===== config.mk =====
export PLATFORM = sky130hd
export DESIGN_NAME = adsr_regs
export DESIGN_NICKNAME = d
export VERILOG_FILES = /design/src/adsr_pkg.sv /design/src/adsr_setup_if.sv /design/src/adsr_setup_decode.sv /design/src/adsr_start_delay.sv /design/src/adsr_regs.sv
export SDC_FILE = /design/constraint.sdc
export NUM_CORES = 2
export LEC_CHECK = 0
export BUFFER_PORTS_ARGS = -buffer_cell sky130_fd_sc_hd__buf_4
export CAP_MARGIN = 15
export CORE_MARGIN = 2
export CORE_UTILIZATION = 25
export DETAILED_ROUTE_END_ITERATION = 6
export GPL_TIMING_DRIVEN = 0
export PLACE_DENSITY = 0.37
export SETUP_SLACK_MARGIN = 0.05
export SKIP_CTS_REPAIR_TIMING = 1
export SYNTH_ARGS = -nofsm -noshare
export SYNTH_HDL_FRONTEND = slang
export SYNTH_SLANG_ARGS = --single-unit

===== constraint.sdc =====
create_clock -name i_sys_clk -period 11.1 [get_ports i_sys_clk]
set_clock_uncertainty 0.2 [all_clocks]
set_input_delay 2.775 -clock i_sys_clk [delete_from_list [all_inputs] [get_ports i_sys_clk]]
set_output_delay 2.775 -clock i_sys_clk [all_outputs]
set_load 0.03 [all_outputs]

===== src/adsr_pkg.sv =====
package adsr_pkg;
  // one 16-bit setup, field positions within the half word
  localparam int SETUP_W       = 16;
  localparam int UPPER_LSB     = 16;
  localparam int CHAN_LSB      = 14;
  localparam int GAIN_LSB      = 11;
  localparam int RATE_LSB      = 7;
  localparam int POL_BIT       = 6;
  localparam int LATCH_LSB     = 4;
  localparam int DELAY_BIT     = 3;
  localparam int OPEN_BIT      = 2;
  localparam int PTR_LSB       = 0;
  localparam int NUM_CHAN      = 4;
  localparam int GAIN_FRAC_BITS = 24;

  // register kinds on the command port
  localparam logic [1:0] KIND_SETUP  = 2'h0;
  localparam logic [1:0] KIND_OFFSET = 2'h1;
  localparam logic [1:0] KIND_GAIN   = 2'h2;

  // reset values and implemented bits
  localparam logic [31:0] SETUP_RST        = 32'h0000_0000;
  localparam logic [31:0] OFFSET_RST       = 32'h0000_0000;
  localparam logic [31:0] GAIN_RST         = 32'h0100_0000;
  localparam logic [31:0] GAIN_USED_MASK   = 32'h3FFF_FFFF;
  localparam logic [31:0] OFFSET_USED_MASK = 32'hFFFF_FF00;

  // reference master clock for the tabulated rates, in Hz
  localparam int MCLK_REF_HZ = 4915200;

  // conversion start delay, master clock cycles
  localparam logic [10:0] DELAY_CYC_STD    = 11'h500;
  localparam logic [10:0] DELAY_CYC_SCALED = 11'h600;

  // word period in master clock cycles for code x000 of each group
  localparam logic [19:0] PERIOD_FAST_STD    = 20'h00500;
  localparam logic [19:0] PERIOD_FAST_SCALED = 20'h00600;
  localparam logic [19:0] PERIOD_SLOW_STD    = 20'h0A000;
  localparam logic [19:0] PERIOD_SLOW_SCALED = 20'h0C000;
  localparam logic [2:0]  RATE_STEP_MAX      = 3'h4;

  typedef enum logic [2:0] {
    DLY_IDLE = 3'b001,
    DLY_WAIT = 3'b010,
    DLY_FIRE = 3'b100
  } adsr_dly_state_e;
endpackage


===== src/adsr_setup_if.sv =====
`timescale 1ns/1ns
interface adsr_setup_if;
  logic [1:0]  chan;
  logic [6:0]  gain_factor;
  logic [3:0]  rate_code;
  logic        rate_valid;
  logic [19:0] period;
  logic        unipolar;
  logic [1:0]  latch;
  logic        delay_en;
  logic        open_en;
  logic [1:0]  pointer;

  modport prod (output chan, gain_factor, rate_code, rate_valid, period, unipolar, latch,
                output delay_en, open_en, pointer);
  modport cons (input chan, gain_factor, rate_code, rate_valid, period, unipolar, latch,
                input delay_en, open_en, pointer);
endinterface


===== src/adsr_setup_decode.sv =====
`timescale 1ns/1ns
module adsr_setup_decode (
  input  wire logic [15:0] i_setup,
  input  wire logic        i_rate_scale_sel,
  adsr_setup_if.prod       o_fields
);
  import adsr_pkg::*;

  logic [19:0] base;

  always_comb begin
    o_fields.chan        = i_setup[CHAN_LSB +: 2];
    // code 111 names no gain and decodes to zero
    o_fields.gain_factor = 7'h01 << i_setup[GAIN_LSB +: 3];
    o_fields.rate_code   = i_setup[RATE_LSB +: 4];
    o_fields.rate_valid  = (i_setup[RATE_LSB +: 3] <= RATE_STEP_MAX);
    if (i_setup[RATE_LSB + 3]) begin
      base = i_rate_scale_sel ? PERIOD_FAST_SCALED : PERIOD_FAST_STD;
    end else begin
      base = i_rate_scale_sel ? PERIOD_SLOW_SCALED : PERIOD_SLOW_STD;
    end
    // period in master clocks, so true rate tracks the master clock linearly
    o_fields.period      = o_fields.rate_valid ? (base << i_setup[RATE_LSB +: 3]) : 20'h00000;
    o_fields.unipolar    = i_setup[POL_BIT];
    o_fields.latch       = i_setup[LATCH_LSB +: 2];
    o_fields.delay_en    = i_setup[DELAY_BIT];
    o_fields.open_en     = i_setup[OPEN_BIT];
    o_fields.pointer     = i_setup[PTR_LSB +: 2];
  end
endmodule


===== src/adsr_start_delay.sv =====
`timescale 1ns/1ns
module adsr_start_delay (
  input  wire logic i_sys_clk,
  input  wire logic i_rst_n,
  input  wire logic i_start,
  input  wire logic i_delay_en,
  input  wire logic i_rate_scale_sel,
  input  wire logic i_mclk_tick,
  output logic      o_go
);
  import adsr_pkg::*;

  typedef struct packed {
    adsr_dly_state_e st;
    logic [10:0]     cnt;
    logic            go;
  } adsr_dly_s;

  adsr_dly_s s_q;
  adsr_dly_s s_d;

  always_comb begin
    s_d    = s_q;
    s_d.go = 1'b0;
    case (s_q.st)
      DLY_IDLE: begin
        if (i_start && i_delay_en) begin
          s_d.cnt = i_rate_scale_sel ? DELAY_CYC_SCALED : DELAY_CYC_STD;
          s_d.st  = DLY_WAIT;
        end else if (i_start) begin
          s_d.st = DLY_FIRE;
        end
      end
      DLY_WAIT: begin
        // a new command cancels the wait and returns to idle, firing no start
        if (i_start) begin
          s_d.st = DLY_IDLE;
        end else if (i_mclk_tick) begin
          s_d.cnt = s_q.cnt - 11'h001;
          if (s_q.cnt == 11'h001) begin
            s_d.st = DLY_FIRE;
          end
        end
      end
      DLY_FIRE: begin
        s_d.go = 1'b1;
        s_d.st = DLY_IDLE;
      end
      default: s_d.st = DLY_IDLE;
    endcase
  end

  always_ff @(posedge i_sys_clk) begin
    if (!i_rst_n) begin
      s_q <= '{st: DLY_IDLE, cnt: 11'h000, go: 1'b0};
    end else begin
      s_q <= s_d;
    end
  end

  assign o_go = s_q.go;
endmodule


===== src/adsr_regs.sv =====
`timescale 1ns/1ns
module adsr_regs (
  input  wire logic        i_sys_clk,
  input  wire logic        i_rst_n,
  input  wire logic        i_wr_en,
  input  wire logic        i_rd_en,
  input  wire logic [1:0]  i_reg_kind,
  input  wire logic [1:0]  i_reg_idx,
  input  wire logic [31:0] i_wr_data,
  input  wire logic        i_exec,
  input  wire logic [2:0]  i_exec_setup,
  input  wire logic        i_exec_continuous,
  input  wire logic        i_latch_source_sel,
  input  wire logic        i_cal_pointer_source_sel,
  input  wire logic        i_rate_scale_sel,
  input  wire logic [1:0]  i_cfg_latch_bits,
  input  wire logic        i_mclk_tick,
  output logic [31:0]      o_rd_data,
  output logic             o_rd_valid,
  output logic             o_latch_out_first,
  output logic             o_latch_out_second,
  output logic [1:0]       o_phys_channel_sel,
  output logic [6:0]       o_gain_factor,
  output logic [3:0]       o_output_rate_code,
  output logic             o_rate_valid,
  output logic [19:0]      o_word_period,
  output logic             o_unipolar,
  output logic [3:0]       o_open_circuit_current_en,
  output logic [1:0]       o_cal_index,
  output logic [31:0]      o_active_gain,
  output logic [31:0]      o_active_offset,
  output logic             o_offset_negative,
  output logic [31:0]      o_scaled_offset,
  output logic             o_long_conv,
  output logic             o_conv_start
);
  import adsr_pkg::*;

  typedef struct packed {
    logic [NUM_CHAN-1:0][31:0] setup;
    logic [NUM_CHAN-1:0][31:0] offset;
    logic [NUM_CHAN-1:0][31:0] gain;
    logic [31:0]               rd_data;
    logic                      rd_valid;
    logic [1:0]                latch;
    logic [1:0]                chan;
    logic [6:0]                gain_factor;
    logic [3:0]                rate_code;
    logic                      rate_valid;
    logic [19:0]               period;
    logic                      unipolar;
    logic [3:0]                open_en;
    logic [1:0]                cal_idx;
    logic [31:0]               act_gain;
    logic [31:0]               act_offset;
    logic [31:0]               scaled_offset;
    logic                      long_conv;
    logic                      running;
  } adsr_regs_s;

  adsr_regs_s s_q;
  adsr_regs_s s_d;

  adsr_setup_if fld ();

  logic [15:0]        sel_setup;
  logic [1:0]         pair;
  logic signed [62:0] prod;

  // even-numbered setup (index bit 0 clear) sits in the upper half
  always_comb begin
    pair      = i_exec_setup[2:1];
    sel_setup = i_exec_setup[0] ? s_q.setup[pair][SETUP_W-1:0]
                                : s_q.setup[pair][UPPER_LSB +: SETUP_W];
  end

  adsr_setup_decode u_decode (
    .i_setup          (sel_setup),
    .i_rate_scale_sel (i_rate_scale_sel),
    .o_fields         (fld.prod)
  );

  adsr_start_delay u_delay (
    .i_sys_clk        (i_sys_clk),
    .i_rst_n          (i_rst_n),
    .i_start          (i_exec),
    .i_delay_en       (fld.delay_en),
    .i_rate_scale_sel (i_rate_scale_sel),
    .i_mclk_tick      (i_mclk_tick),
    .o_go             (o_conv_start)
  );

  // gain has bits 29:0 only, so the product never needs the sign of gain
  assign prod = $signed(s_q.act_offset) * $signed({1'b0, s_q.act_gain[29:0]});

  always_comb begin
    s_d          = s_q;
    s_d.rd_valid = 1'b0;

    if (i_wr_en) begin
      if (i_reg_kind == KIND_SETUP) begin
        s_d.setup[i_reg_idx] = i_wr_data;
      end else if (i_reg_kind == KIND_OFFSET) begin
        s_d.offset[i_reg_idx] = i_wr_data & OFFSET_USED_MASK;
      end else if (i_reg_kind == KIND_GAIN) begin
        s_d.gain[i_reg_idx] = i_wr_data & GAIN_USED_MASK;
      end
    end

    if (i_rd_en) begin
      s_d.rd_valid = 1'b1;
      if (i_reg_kind == KIND_SETUP) begin
        s_d.rd_data = s_q.setup[i_reg_idx];
      end else if (i_reg_kind == KIND_OFFSET) begin
        s_d.rd_data = s_q.offset[i_reg_idx];
      end else if (i_reg_kind == KIND_GAIN) begin
        s_d.rd_data = s_q.gain[i_reg_idx] & GAIN_USED_MASK;
      end else begin
        s_d.rd_data = 32'h0000_0000;
      end
    end

    // fields of a setup take effect only when a command names it
    if (i_exec) begin
      s_d.chan        = fld.chan;
      s_d.gain_factor = fld.gain_factor;
      s_d.rate_code   = fld.rate_code;
      s_d.rate_valid  = fld.rate_valid;
      s_d.period      = fld.period;
      s_d.unipolar    = fld.unipolar;
      s_d.open_en     = fld.open_en ? (4'h1 << fld.chan) : 4'h0;
      s_d.cal_idx     = i_cal_pointer_source_sel ? fld.pointer : fld.chan;
      s_d.latch       = i_latch_source_sel ? i_cfg_latch_bits : fld.latch;
      // single conversions and the first of a continuous run carry filter settling
      s_d.long_conv   = !i_exec_continuous || !s_q.running;
      s_d.running     = i_exec_continuous;
    end

    s_d.act_gain      = s_q.gain[s_q.cal_idx];
    s_d.act_offset    = s_q.offset[s_q.cal_idx];
    s_d.scaled_offset = prod[GAIN_FRAC_BITS +: 32];
  end

  always_ff @(posedge i_sys_clk) begin
    if (!i_rst_n) begin
      s_q               <= '0;
      s_q.setup         <= {NUM_CHAN{SETUP_RST}};
      s_q.offset        <= {NUM_CHAN{OFFSET_RST}};
      s_q.gain          <= {NUM_CHAN{GAIN_RST}};
      s_q.act_gain      <= GAIN_RST;
      s_q.act_offset    <= OFFSET_RST;
      s_q.gain_factor   <= 7'h01;
      s_q.rate_valid    <= 1'b1;
      s_q.period        <= PERIOD_SLOW_STD;
    end else begin
      s_q <= s_d;
    end
  end

  always_comb begin
    o_rd_data                 = s_q.rd_data;
    o_rd_valid                = s_q.rd_valid;
    o_latch_out_first         = s_q.latch[1];
    o_latch_out_second        = s_q.latch[0];
    o_phys_channel_sel        = s_q.chan;
    o_gain_factor             = s_q.gain_factor;
    o_output_rate_code        = s_q.rate_code;
    o_rate_valid              = s_q.rate_valid;
    o_word_period             = s_q.period;
    o_unipolar                = s_q.unipolar;
    o_open_circuit_current_en = s_q.open_en;
    o_cal_index               = s_q.cal_idx;
    o_active_gain             = s_q.act_gain;
    o_active_offset           = s_q.act_offset;
    o_offset_negative         = s_q.act_offset[31];
    o_scaled_offset           = s_q.scaled_offset;
    o_long_conv               = s_q.long_conv;
  end
endmodule


==> summary.md <==
| Metric | Value |
|---|---|
| DR iter-0 viols | 2399 |
| Critical Path Max Stage Delay | 1.01 ns |
| Overflow after GRT | 0 |
| Sw Share | 0.278 |
| Number of synthesized flops with an enable pin | 0 |
| Final hold vios | 0 |
| Vias per cell | 4.61 |
| PnR worst setup slack | 0.328 ns |
| Die X | 442 um |
| Die area | 0.196 mm^2 |
| Largest cells by area after synthesis | fa_1 (30%), dfxtp_1 (21%), mux4_2 (8.1%) |
| Clk_lat worst skew | 0.70 ns |
| Status | finished clean |
| Detail Placement HPWL | 167000 um |
| Sequential cell area | 0.0103 mm^2 |
| Slowest CP cell | clkbuf_1 |
| IO Port Bufs | 190 |
| IO Count | 226 |
| Die Y | 442 um |
| First-pass DRT Iterations | 5 |
| P&R area growth vs syn | 14.3% |
| CTS sink cnt | 515 |
| Int Pwr | 3140 uW |
| H-tree lvl count | 2 |
| Final Util | 0.288 |
| Initial core utilization | 0.252 |
| Critical path type | register to register |
| Top_reg_cell synth | dfxtp_1 |
| Pin count of the biggest net entering global routing | 18 |
| Syn. warnings | 0 |
| Cell Pwr Density | 79.3 mW/mm^2 |
| RSZ-0062 raised after global routing | no |
| Max-cap violations | 0 |
| Critical Path RT | 11.51 ns |
| Core ar. | 0.190 mm^2 |
| Sequential share of the synthesized area | 0.215 |
| Multi-input logic area | 0.0327 mm^2 |
| Crit-path cells | clkbuf_1 > clkbuf_1 > and2_1 > fa_1 > fa_1 > inv_1 > fa_1 > fa_1 > inv_1 > fa_1 > fa_1 > fa_1 > inv_1 > fa_1 > inv_1 > ha_1 > a21oi_1 > o21ai_0 > a21o_1 > a21oi_1 > o21a_1 > a31oi_1 > a221oi_1 > mux2i_1 |
| Clock Path Buffers | 3 |
| Critical path startpoint category | register |
| Static Leak | 0.0238 uW |
| Crit path from | o_active_offset[26]$_SDFF_PN0_ |
| Setup crit end kind | register |
| Root buffer cell | clkbuf_16 |
| Total power draw | 4350 uW |
| First-pass GRT wire length | 295000 um |
| Syn_area_per_cell | 9.18 um^2 |
| Maximum VDD drop | 0.133 mV |
| Seq pwr share | 0.437 |
| Fmax | 92.8 MHz |
| Reg clk slew, reported paths | 0.06 ns |
| Layout Nets | 6422 |
| Fin crit share | 0.970 |
| Vias in the first global route | 39300 |
| HP Class | register to register |
| Hold Path Origin | s_q[0]$_SDFFE_PN0P_ |
| Initial antenna violation count | 26 |
| Async SR Flop Fraction | 0 |
| Cell variety after synth | 68 |
| Rows | 160 |
| Routed WL per cell | 25.6 um |
| Worst-path fanout max | 10 |
| Leading area contributor after synthesis | fa_1 |
| Share of cells above drive strength 1 | 0.122 |
| Logic pwr share | 0.094 |
| Number of remaining DRC errors | 0 |
| Mapped cell area | 0.0480 mm^2 |
| Worst rel slew slack | 0.156 |
| Final worst path period need | 10.77 ns |
| CTS tree | yes |
| Synthesized flop and latch total | 515 |
| Filler cell count | 20400 |
| Total GRT Usage | 0.211 |
| WP data arrival | 11.18 ns |
| Final ANT Viol Nets | 0 |
| Worst path most repeated cell | fa_1 |
| Pins over their slew limit | 0 |
| Syn Inst Count | 5226 |
| Net Switching | 1210 uW |
| FF-to-FF Start | o_active_offset[26]$_SDFF_PN0_ |
| Setup slack, reg-to-reg | 0.33 ns |
| Clock power frac | 0.469 |
| Area share of the largest cell type after synthesis | 0.297 |
| DP Worst Slack | 0.219 ns |
| Slew @ Worst Pin | 1.27 ns |
| Clock buffer count from CTS | 61 |
| Final RePlAce weighted congestion | 0.880 |
| DRT Wirelength | 207000 um |
| Via count | 37300 |
| Setup Viol. Count Final | 0 |
==> through the flow <==
step	hold WS [ns]	TNS [ns]	area (um^2)	cells
after global routing	0.262	0	54900	8070
after global placement	0.226	-0.860	52600	7944
after floorplan	0.214	0	48100	5243
after CTS	0.243	0	54800	8067
final	0.237	0	54900	8079
after detailed placement	0.234	0	52900	7956
==> cell usage after synthesis (all sizes together), types with 43 or more instances <==
| cell type | instances |
|---|---|
| nand2 | 1032 |
| fa | 711 |
| inv | 653 |
| dfxtp | 515 |
| and2 | 509 |
| a21oi | 421 |
| clkbuf | 331 |
| buf | 198 |
| mux4 | 172 |
| ha | 152 |
| nor2 | 146 |
| mux2i | 53 |
| o21ai | 53 |
| xnor2 | 43 |
==> layout make-up <==
class                      instances  area share
multi-input combinational       3545       0.595
sequential                       515       0.188
tap                             2511      0.0573
buffer                           529      0.0484
inverter                         654      0.0447
clock buffer                      88      0.0319
timing repair buffer             202      0.0301
clock inverter                    23     0.00422
antenna                           12    0.000547
==> flip-flops by register name, indices dropped and copies added (netlist names), 7 cells and up <==
signal / count
o_rd_data: 32
o_gain_factor: 7
o_active_gain: 30
o_scaled_offset: 32
s_q: 345
u_delay.s_q: 14
o_active_offset: 24
o_word_period: 12
==> placed cells by master, fill, tap and decap left out, types with 8 or more instances in the layout <==
master and n:
a211oi_1 8, a21o_1 18, a21oi_1 421, and2_1 509, and3_1 8, buf_1 20
buf_2 8, buf_4 359, clkbuf_1 333, clkbuf_16 61, clkbuf_2 13, clkbuf_8 12
clkinv_2 14, conb_1 18, dfxtp_1 515, diode_2 12, fa_1 711, ha_1 152
inv_1 653, mux2i_1 52, mux4_2 172, nand2_1 1032, nand2b_1 16, nand3_1 19
nand4_1 10, nor2_1 146, nor3_1 28, o211ai_1 27, o21ai_0 52, xnor2_1 43
xor2_1 14
==> critical path: cells and delay by family, from the launching register on <==
family	cells	cell delay (ns)
muxes	1	0.22
buffers and inverters	6	2.21
and+or+nand+nor	1	0.29
DFF	1	0.47
AOI/OAI and AO/OA	7	2.90
adders and majority gates	9	4.36
==> final timing paths <==
kind | endpoint | cells past startpoint
max | o_scaled_offset[25]$_SDFF_PN0_ | 24
min | o_long_conv$_SDFFE_PN0P_ | 1
max reg2reg | o_scaled_offset[25]$_SDFF_PN0_ | 24
min reg2reg | o_long_conv$_SDFFE_PN0P_ | 1
==> power groups by stage <==
stage,Clock (uW),Sequential (uW),Combinational [uW]
floorplan,0,1930,227
global placement,0,1940,410
detailed placement,0,1940,416
CTS,2090,1900,417
global route,2160,1900,435
finish,2040,1900,410
==> logic make-up (layout without fill, tap and decap cells) <==
family,Yosys count,count (layout),share of synthesized area
AOI/OAI and AO/OA,581,581,0.0673
xor gates and xnor gates,57,57,0.0104
and+or+nand+nor,1797,1797,0.172
other,1,30,0.0000781
muxes,229,229,0.0928
buffers and inverters,1183,1496,0.106
adders and majority gates,863,863,0.336
DFF,515,515,0.215
==> per-layer routing <==
metal	wire [um]	track usage
met5	8	0
met1	84700	0.264
met4	9420	0.0877
met3	8720	0.0182
met2	104000	0.370
No activity file was read; power rests on OpenSTA's default activity.
